==> src/dacw_regs.svh <==
// Constants for the DAC write-port controller: pin field layout and strobe timing.
// Assumes a 50 MHz system clock; all times are in nanoseconds.
`ifndef DACW_REGS_SVH
`define DACW_REGS_SVH

// Clock period of clock_i in nanoseconds.
`define DACW_CLK_PERIOD_NS 20

// Width of the conversion code and of the two split-write parts.
`define DACW_CODE_W 12
`define DACW_CODE_MSB 11
`define DACW_CODE_LSB 0
`define DACW_LOW_MSB 7
`define DACW_HIGH_LSB 8

// Least times of the write cycle at the converter's pins.
`define DACW_T_CS_SETUP_NS 180
`define DACW_T_CS_HOLD_NS 0
`define DACW_T_WR_PULSE_NS 100
`define DACW_T_DATA_SETUP_NS 100
`define DACW_T_DATA_HOLD_NS 10

// Width of the phase timer; it must hold the longest phase count.
`define DACW_CNT_W 4

// Reset value of the data pins and of the remembered code.
`define DACW_CODE_RESET 12'h000

`endif

==> src/dacw_pkg.sv <==
// Types used by the DAC write-port controller; its phase timer uses none of them.
// Assumes dacw_regs.svh is compiled alongside; this package holds types only.
package dacw_pkg;

    // Phases of one write cycle, plus the transparent streaming mode.
    typedef enum logic [2:0] {
        DACW_IDLE,
        DACW_SETUP,
        DACW_STROBE,
        DACW_HOLD,
        DACW_STREAM
    } dacw_state_t;

endpackage

==> src/dacw_ctrl.sv <==
// Host-side controller that writes 12-bit codes into a multiplying DAC's input latch.
// Assumes user requests come from logic on clock_i; the pins go straight to the DAC.
`timescale 1ns/10ps
`default_nettype none
`include "dacw_regs.svh"

module dacw_ctrl (
    input wire logic clock_i,
    input wire logic rst_i,
    input wire logic req_i,
    input wire logic [`DACW_CODE_W-1:0] code_i,
    input wire logic split_i,
    input wire logic stream_i,
    output logic [`DACW_CODE_W-1:0] dac_data_o,
    output logic dac_cs_n_o,
    output logic dac_wr_n_o,
    output logic busy_o,
    output logic done_o
);

    ////////////////////////////////////////////////////////////////////////////
    // Timing counts derived from the least pin times.

    // Least times round up to whole cycles and never fall below one cycle.
    function automatic int cyc_up(input int ns);
        int c;
        c = (ns + `DACW_CLK_PERIOD_NS - 1) / `DACW_CLK_PERIOD_NS;
        return (c < 1) ? 1 : c;
    endfunction

    // Select must lead the write strobe and data must lead its end; the longer wins.
    localparam int SETUP_I = (cyc_up(`DACW_T_CS_SETUP_NS) > cyc_up(`DACW_T_DATA_SETUP_NS))
        ? cyc_up(`DACW_T_CS_SETUP_NS) : cyc_up(`DACW_T_DATA_SETUP_NS);
    // Data and select both stay after the write strobe rises.
    localparam int HOLD_I = (cyc_up(`DACW_T_DATA_HOLD_NS) > cyc_up(`DACW_T_CS_HOLD_NS))
        ? cyc_up(`DACW_T_DATA_HOLD_NS) : cyc_up(`DACW_T_CS_HOLD_NS);
    localparam int PULSE_I = cyc_up(`DACW_T_WR_PULSE_NS);
    localparam logic [`DACW_CNT_W-1:0] SETUP_LOAD = `DACW_CNT_W'(SETUP_I - 1);
    localparam logic [`DACW_CNT_W-1:0] PULSE_LOAD = `DACW_CNT_W'(PULSE_I - 1);
    localparam logic [`DACW_CNT_W-1:0] HOLD_LOAD = `DACW_CNT_W'(HOLD_I - 1);

    ////////////////////////////////////////////////////////////////////////////
    // State record.

    // Everything the controller remembers except the phase count kept in u_timer, registered as one word.
    typedef struct packed {
        dacw_pkg::dacw_state_t state; // Current phase.
        logic [`DACW_CODE_W-1:0] code; // Code of the write in progress.
        logic [`DACW_CODE_W-1:0] last; // Code the DAC latch holds after the last write.
        logic [`DACW_CODE_W-1:0] data; // Level on the data pins.
        logic cs_n; // Select pin, low while asserted.
        logic wr_n; // Write pin, low while asserted.
        logic second; // High during the last (or only) access of a write.
        logic busy; // High while a write or streaming is under way.
        logic done; // One-cycle pulse when a write completes.
    } dacw_ctrl_st_t;

    // Reset: strobes released so the DAC holds whatever it has.
    localparam dacw_ctrl_st_t RESET_ST = '{
        state: dacw_pkg::DACW_IDLE,
        code: `DACW_CODE_RESET,
        last: `DACW_CODE_RESET,
        data: `DACW_CODE_RESET,
        cs_n: 1'b1,
        wr_n: 1'b1,
        second: 1'b0,
        busy: 1'b0,
        done: 1'b0
    };

    dacw_ctrl_st_t s_q; // Registered state.
    dacw_ctrl_st_t s_d; // Next state.
    logic tmr_load; // Starts a new phase count.
    logic [`DACW_CNT_W-1:0] tmr_value; // Count for the new phase.
    logic tmr_expired; // Current phase has run its full length.

    // Phase timer shared by setup, strobe and hold.
    dacw_timer u_timer (
        .clk_i(clock_i),
        .rst_i(rst_i),
        .load_i(tmr_load),
        .value_i(tmr_value),
        .expired_o(tmr_expired)
    );

    ////////////////////////////////////////////////////////////////////////////
    // Next-state logic.

    // One process sequences the pins; every branch leaves the strobes defined.
    always_comb begin
        s_d = s_q;
        s_d.done = 1'b0;
        tmr_load = 1'b0;
        tmr_value = '0;
        case (s_q.state)
            dacw_pkg::DACW_IDLE: begin
                // Idle: both strobes high, so the DAC ignores the data pins.
                s_d.cs_n = 1'b1;
                s_d.wr_n = 1'b1;
                s_d.busy = 1'b0;
                if (stream_i) begin
                    // Streaming wins over a request; both strobes go low together.
                    s_d.state = dacw_pkg::DACW_STREAM;
                    s_d.cs_n = 1'b0;
                    s_d.wr_n = 1'b0;
                    s_d.data = code_i;
                    s_d.busy = 1'b1;
                end else if (req_i) begin
                    s_d.state = dacw_pkg::DACW_SETUP;
                    s_d.code = code_i;
                    s_d.second = ~split_i;
                    s_d.busy = 1'b1;
                    // Select goes low first, with the data already on the pins.
                    s_d.cs_n = 1'b0;
                    if (split_i) begin
                        // First access carries only the low eight bits.
                        s_d.data = {s_q.last[`DACW_CODE_MSB:`DACW_HIGH_LSB], code_i[`DACW_LOW_MSB:`DACW_CODE_LSB]};
                    end else begin
                        // The whole code goes out as one word, bit 11 on the top pin.
                        s_d.data = code_i;
                    end
                    tmr_load = 1'b1;
                    tmr_value = SETUP_LOAD;
                end
            end
            dacw_pkg::DACW_SETUP: begin
                // Hold select low and data steady until both lead times have passed.
                if (tmr_expired) begin
                    s_d.state = dacw_pkg::DACW_STROBE;
                    s_d.wr_n = 1'b0;
                    tmr_load = 1'b1;
                    tmr_value = PULSE_LOAD;
                end
            end
            dacw_pkg::DACW_STROBE: begin
                // The latch follows the pins while both strobes are low.
                if (tmr_expired) begin
                    s_d.state = dacw_pkg::DACW_HOLD;
                    s_d.wr_n = 1'b1;
                    tmr_load = 1'b1;
                    tmr_value = HOLD_LOAD;
                end
            end
            dacw_pkg::DACW_HOLD: begin
                // Data and select stay put after the write strobe rises.
                if (tmr_expired) begin
                    if (!s_q.second) begin
                        // Second access adds the upper four bits; select stays low.
                        s_d.state = dacw_pkg::DACW_SETUP;
                        s_d.second = 1'b1;
                        s_d.data = s_q.code;
                        tmr_load = 1'b1;
                        tmr_value = SETUP_LOAD;
                    end else begin
                        s_d.state = dacw_pkg::DACW_IDLE;
                        s_d.cs_n = 1'b1;
                        s_d.last = s_q.code;
                        s_d.busy = 1'b0;
                        s_d.done = 1'b1;
                    end
                end
            end
            dacw_pkg::DACW_STREAM: begin
                // Transparent mode: pins follow the user code one cycle later.
                if (stream_i) begin
                    s_d.data = code_i;
                end else begin
                    // Both strobes rise with the data still held, freezing the latch.
                    s_d.state = dacw_pkg::DACW_IDLE;
                    s_d.cs_n = 1'b1;
                    s_d.wr_n = 1'b1;
                    s_d.last = s_q.data;
                    s_d.busy = 1'b0;
                end
            end
            default: begin
                // An illegal state falls back to the safe, released state.
                s_d = RESET_ST;
            end
        endcase
    end

    // Register the record; reset releases both strobes.
    always_ff @(posedge clock_i) begin
        if (rst_i) begin
            s_q <= RESET_ST;
        end else begin
            s_q <= s_d;
        end
    end

    // Every output is a field of the registered record.
    assign dac_data_o = s_q.data;
    assign dac_cs_n_o = s_q.cs_n;
    assign dac_wr_n_o = s_q.wr_n;
    assign busy_o = s_q.busy;
    assign done_o = s_q.done;
endmodule
`default_nettype wire

==> src/dacw_timer.sv <==
// Down-counting phase timer used to time the strobe phases of a write.
// Assumes the same clock and synchronous reset as the controller that loads it.
`timescale 1ns/10ps
`default_nettype none
`include "dacw_regs.svh"

module dacw_timer (
    input wire logic clk_i,
    input wire logic rst_i,
    input wire logic load_i,
    input wire logic [`DACW_CNT_W-1:0] value_i,
    output logic expired_o
);

    // All timer state in one record, filled by one process and held by another.
    typedef struct packed {
        logic [`DACW_CNT_W-1:0] cnt;
    } dacw_timer_st_t;

    dacw_timer_st_t s_q; // Registered state.
    dacw_timer_st_t s_d; // Next state.

    ////////////////////////////////////////////////////////////////////////////
    // A load of N-1 makes the loading phase last exactly N cycles.

    // The count stops at zero so a phase that waits longer stays expired.
    always_comb begin
        s_d = s_q;
        if (load_i) begin
            s_d.cnt = value_i;
        end else if (s_q.cnt != '0) begin
            s_d.cnt = s_q.cnt - `DACW_CNT_W'(1);
        end
    end

    // Register the record; reset leaves the timer expired.
    always_ff @(posedge clk_i) begin
        if (rst_i) begin
            s_q <= '0;
        end else begin
            s_q <= s_d;
        end
    end

    // Expiry is read in the same cycle the count reaches zero.
    assign expired_o = (s_q.cnt == '0);

endmodule
`default_nettype wire

==> config.mk <==
export PLATFORM = sky130hd
export DESIGN_NAME = dacw_ctrl
export DESIGN_NICKNAME = d
export VERILOG_FILES = /design/src/dacw_pkg.sv /design/src/dacw_ctrl.sv /design/src/dacw_timer.sv
export VERILOG_INCLUDE_DIRS = /design/src
export SDC_FILE = /design/constraint.sdc
export NUM_CORES = 1
export LEC_CHECK = 0
export ABC_AREA = 1
export BUFFER_PORTS_ARGS = -buffer_cell sky130_fd_sc_hd__buf_2
export CAP_MARGIN = 0
export CORE_MARGIN = 1.5
export CORE_UTILIZATION = 45
export CTS_BUF_LIST = sky130_fd_sc_hd__clkbuf_16
export CTS_CLUSTER_DIAMETER = 120
export DETAILED_ROUTE_END_ITERATION = 8
export PLACE_DENSITY_LB_ADDON = 0.12
export SLEW_MARGIN = 10
export SYNTH_ARGS = -nofsm -noshare
export SYNTH_HDL_FRONTEND = slang
export SYNTH_SLANG_ARGS = --single-unit
==> constraint.sdc <==
create_clock -name clock_i -period 1.9 [get_ports clock_i]
set_clock_uncertainty 0.15 [all_clocks]
set_input_delay 0.19 -clock clock_i [delete_from_list [all_inputs] [get_ports clock_i]]
set_output_delay 0.19 -clock clock_i [all_outputs]
set_load 0.005 [all_outputs]
=== After elaboration in Yosys (flattened, before gate mapping) ===
Index checks and enable logic that the tools add are counted.

* Bits of input ports: 17
* Register bits: 48
* Memory bits (read-only): 0
* Memory bits (writable): 0
* Logic and storage cells: 96
* Bits in latches: 0
* Memories: 0
* Output and inout port bits: 16

* $lt $le $gt $ge: 0
* Reduce and logical (&&, ||, !) cells: 16
* Add/sub/neg operators: 1
* Div/mod/pow operators: 0
* Multiply operators: 0
* Muxes and demuxes: 48
* Equality and inequality tests: 14
* Shift-type cells: 0
* Bitwise gates (word level): 7

{| class="wikitable"
|+ Operators with widths
! kind !! count
|-
| $mux 12 || 6
|-
| $pmux 13 s4 || 1
|-
| $pmux 12 s3 || 1
|-
| $mux 13 || 2
|-
| $mux 25 || 1
|-
| $mux 4 || 6
|-
| $pmux 12 s2 || 1
|-
| $mux 3 || 7
|-
| $ne 2x2->1 const B || 9
|-
| $reduce_and 4->1 || 4
|-
| $mux 15 || 1
|-
| $pmux 3 s5 || 1
|-
| $mux 1 || 13
|-
| $pmux 4 s3 || 1
|-
| $reduce_and 5->1 || 2
|-
| $reduce_or 3->1 || 3
|-
| $not 1->1 || 7
|-
| $eq 3x2->1 const B || 2
|-
| $mux 2 || 3
|-
| $pmux 1 s3 || 2
|-
| $pmux 1 s5 || 1
|-
| $logic_not 4->1 || 1
|-
| $pmux 1 s4 || 1
|-
| $reduce_bool 4->1 || 1
|-
| 9 further kinds || 9
|}

=== Logic depth before layout (Yosys ltp) ===
* Depth after elaboration: 4
* Mapped depth: 10
* Gate-level depth less buffers: 10

=== Cells and area by module ===
A second synthesis with hierarchy kept.

* Cells, all modules: 359
* Area, all modules: 2334.7 µm²

{| class="wikitable"
|+ By module, submodules not included
! module !! cells an instance !! instances !! area an instance (µm²) !! sequential area each (µm²)
|-
| dacw_ctrl || 319 || 1 || 2087.0 || 720.7
|-
| dacw_timer || 40 || 1 || 247.7 || 80.1
|}

=== Worst setup path after synthesis ===
No wires, ideal clock.

* Path kind: reg2reg
* Start: register u_timer.s_q[0] in the netlist's numbering
* End: register s_q, in the netlist dac_data_o[5]
* Clock period less this slack: 1.478 ns
* Buffers on the path: 1
* Cell stages (with the launch flop): 9
* Data arrival time: 1.192 ns
* Setup slack: 0.422 ns
* Required time: 1.613 ns
* Library setup time: 0.137 ns
* Cell sequence: dfxtp_1 -> inv_1 -> ha_1 -> nand2_2 -> nand2_2 -> nand2_4 -> buf_4 -> o21ai_0 -> a21oi_1

* Word-level cells in the longest chain between the ends: 3

{| class="wikitable"
|+ Ends and longest elaborated chain
! item !! line !! RTL
|-
| from (decl) || dacw_timer.sv:20 || <nowiki>dacw_timer_st_t s_q;</nowiki>
|-
| from (signal assigned) || dacw_timer.sv:39 || <nowiki>s_q <= '0;</nowiki>
|-
| from (signal assigned) || dacw_timer.sv:41 || <nowiki>s_q <= s_d;</nowiki>
|-
| $logic_not 4->1 || dacw_timer.sv:46 || <nowiki>assign expired_o = (s_q.cnt == '0);</nowiki>
|-
| $ne 2x2->1 (no source line) || -- ||
|-
| $reduce_and 5->1 (no source line) || -- ||
|-
| to (signal assigned) || dacw_ctrl.sv:186 || <nowiki>s_q <= RESET_ST;</nowiki>
|-
| to (signal assigned) || dacw_ctrl.sv:188 || <nowiki>s_q <= s_d;</nowiki>
|-
| to (decl) || dacw_ctrl.sv:71 || <nowiki>dacw_ctrl_st_t s_q;</nowiki>
|}

No other way between the ends.
A chain may end at the register's enable or synchronous reset.

=== Final worst setup path ===
* Start: register u_timer.s_q[0] in the netlist's numbering
* End: register s_q, in the netlist dac_data_o[0]

Same word-level chain as after synthesis.

==> results.json <==
{
  "critical_path_required_ns": 1.97,
  "setup_viol": 0,
  "synth_nets": 386,
  "status": "completed",
  "grt_setup_unrepaired": "no",
  "post-route-drc-count": 0,
  "crit_path_cell_trace": "inv_1, ha_1, nand2_2, nand2_2, nand2_4, nor2_4, nand2_1, a21oi_1",
  "layout_common_cells": "nand2_1, dfxtp_1, nand3_1",
  "wire_per_inst_um": 14.0,
  "max-cap-violations": 0,
  "syn_inst": 367,
  "dr.pass1.iters": 4,
  "die_w_um": 78.4,
  "grt_pass1_vias": 2208,
  "start_util_pct": 46.4,
  "max_freq_ghz": 0.590,
  "startpoint": "u_timer.s_q[0]",
  "dp_hpwl_mm": 4.84,
  "final_common_cell": "nand2_1",
  "crit_path_start_kind": "flop",
  "grt-ovfl-total": 0,
  "clkTransAtPathRegs_ns": 0.06,
  "rows": 27,
  "arrival_ns": 1.76,
  "hp-start": "code_i[5]",
  "yosys-top-cells-area": "dfxtp_1, nand2_1, nand3_1",
  "worstPathMaxFanout": 13,
  "drive_gt1_share_pct": 25.4,
  "cts_setup_buffers": 0,
  "route.vias.total": 2379,
  "reg2reg_from": "u_timer.s_q[0]",
  "cts_resized": 0,
  "layout.nets": 407,
  "tightest_slew_ns": 0.348,
  "fp.dieH_um": 78.4,
  "ioPinCount": 33,
  "dieArea_sq_um": 6140,
  "synth_edf_count": 0,
  "clockBufferDepth": 2,
  "grt_max_degree": 24,
  "utilization_pct": 51.3,
  "syn_to_final_growth_pct": 10.4,
  "synth_top_cell_by_area": "dfxtp_1",
  "r2r_setup_slack_ns": 0.21,
  "slowest_stage": "dfxtp_1",
  "ys_warn_count": 0,
  "portBuffers": 32,
  "netlist_area_sq_um": 2560,
  "fin_crit_sh_pct": 89.2,
  "ys_seq_elements": 40,
  "p_leak_nw": 1.30,
  "h-tree-depth": 2,
  "clockRootBuffer": "clkbuf_16",
  "ir_worst_vdd_uv": 550,
  "cts_buffers": 5,
  "drv_slew": 0,
  "synth.top_cell.area_share_pct": 31.3,
  "hold_path.class": "in2reg",
  "cts_tree": "done",
  "cp_top_family": "simple AND/OR/NAND/NOR gates",
  "total_power_w": 0.00429,
  "postCtsHoldBufs": 0,
  "antenna_found_initial": 0,
  "clock-sinks": 40,
  "wl_mm": 6.47,
  "ys.flop_type": "dfxtp_1",
  "yosysSeqAreaShare_pct": 31.3,
  "drtAntennaViolNets": 0,
  "coreArea_sq_um": 5510,
  "path_class": "reg2reg",
  "end_kind": "flop",
  "fin_tns_setup_ns": 0,
  "drt_iter0_drc": 194,
  "cp_num_buf_inv": 1,
  "place.gp.congestion": 0.878,
  "grt_first_pass_wirelength_mm": 11.0,
  "crit_path_frequent_cell": "nand2_2",
  "synth.avg_cell_area_sq_um": 6.97,
  "grt.total_usage_pct": 22.8,
  "insertedDiodeCount": 0,
  "async_reset_ff_share_pct": 0,
  "clk_latency_ns": 0.28,
  "hold_viol_final": 0,
  "relSlewSlack_pct": 76.7,
  "via_per_inst": 5.16,
  "fin_crit_ns": 1.69,
  "worst_path_largest_cell_delay_ns": 0.31,
  "p_per_area_nw_per_um2": 1520,
  "yosysUniqueCellTypes": 32
}
-- cells in the mapped netlist, types with 2 or more instances --
cell type	n
buf_4	15
or2_2	2
nand3_4	2
o21ai_1	4
ha_1	2
o21a_1	8
a21oi_2	10
buf_6	4
o21ai_0	16
nor3_1	4
nor2_4	5
nand3_1	38
nand2_2	16
nor2_1	31
a21oi_1	15
inv_2	4
nand4_1	10
xor2_1	3
inv_1	24
nand2_1	90
nand2_4	3
nand3_2	3
buf_2	8
clkbuf_1	3
dfxtp_1	40
-- registers in the layout (all words and copies together), names as in the netlist --
register and count:
dac_data_o 12, dac_wr_n_o 1, dac_cs_n_o 1, done_o 1, busy_o 1, u_timer.s_q 4
s_q 20
-- stage by stage --
step / setup slack [ns] / hold slack (ns) / std cells / area [sq um]
6_report: 0.206 / 0.0533 / 461 / 2820
3_5_place_dp: 0.130 / 0.314 / 453 / 2680
4_1_cts: 0.125 / 0.0503 / 461 / 2820
2_1_floorplan: 0.422 / 0.213 / 367 / 2560
5_1_grt: 0.0280 / 0.0701 / 461 / 2820
3_3_place_gp: 0.164 / 0.310 / 453 / 2680
-- final cells by class --
| cell class | instances | area (sq um) |
|---|---|---|
| timing repair buffer | 45 | 258 |
| sequential | 40 | 802 |
| inverter | 29 | 109 |
| tap | 72 | 90.1 |
| multi-input combinational | 267 | 1420 |
| fill | 570 | 2680 |
| clock inverter | 3 | 15.0 |
| clock buffer | 5 | 125 |
-- tightest hold or removal path: cells and delay by family --
family	cells	cell delay, ns
AOI/OAI and AO/OA	1	0.05
and+or+nand+nor	1	0.09
buffers and inverters	1	0.11
-- report_power, final --
group	switching (W)	total (W)	internal, W
Sequential	0.000167	0.00125	0.00108
Combinational	0.00144	0.00223	0.000785
Clock	0.000337	0.000814	0.000477
Total	0.00195	0.00429	0.00235
-- routing by layer --
layer  part of all wire, %  vias up  track usage, %
met2                    45       50            35.1
met4                  0.74        0            5.36
met1                    50     1099            33.2
met3                   4.2        4            3.60
met5                     0        -               0
li1                      -     1226               -
-- logic make-up after synthesis --
logic type / after synthesis / share of synthesized area, %
buffers and inverters: 60 / 13.0
DFF: 40 / 31.3
and+or+nand+nor: 206 / 40.2
AOI/OAI and AO/OA: 56 / 13.5
adders and majority gates: 2 / 0.978
xor gates and xnor gates: 3 / 1.03
-- path summary, 6_finish.rpt --
kind                                       to  cells after the start
worst min-delay path                  s_q[34]                      3
worst max-delay path            dac_data_o[0]                      8
worst max register to register  dac_data_o[0]                      8
worst min register to register  dac_data_o[5]                      2
(Power assumes the default switching activity.)
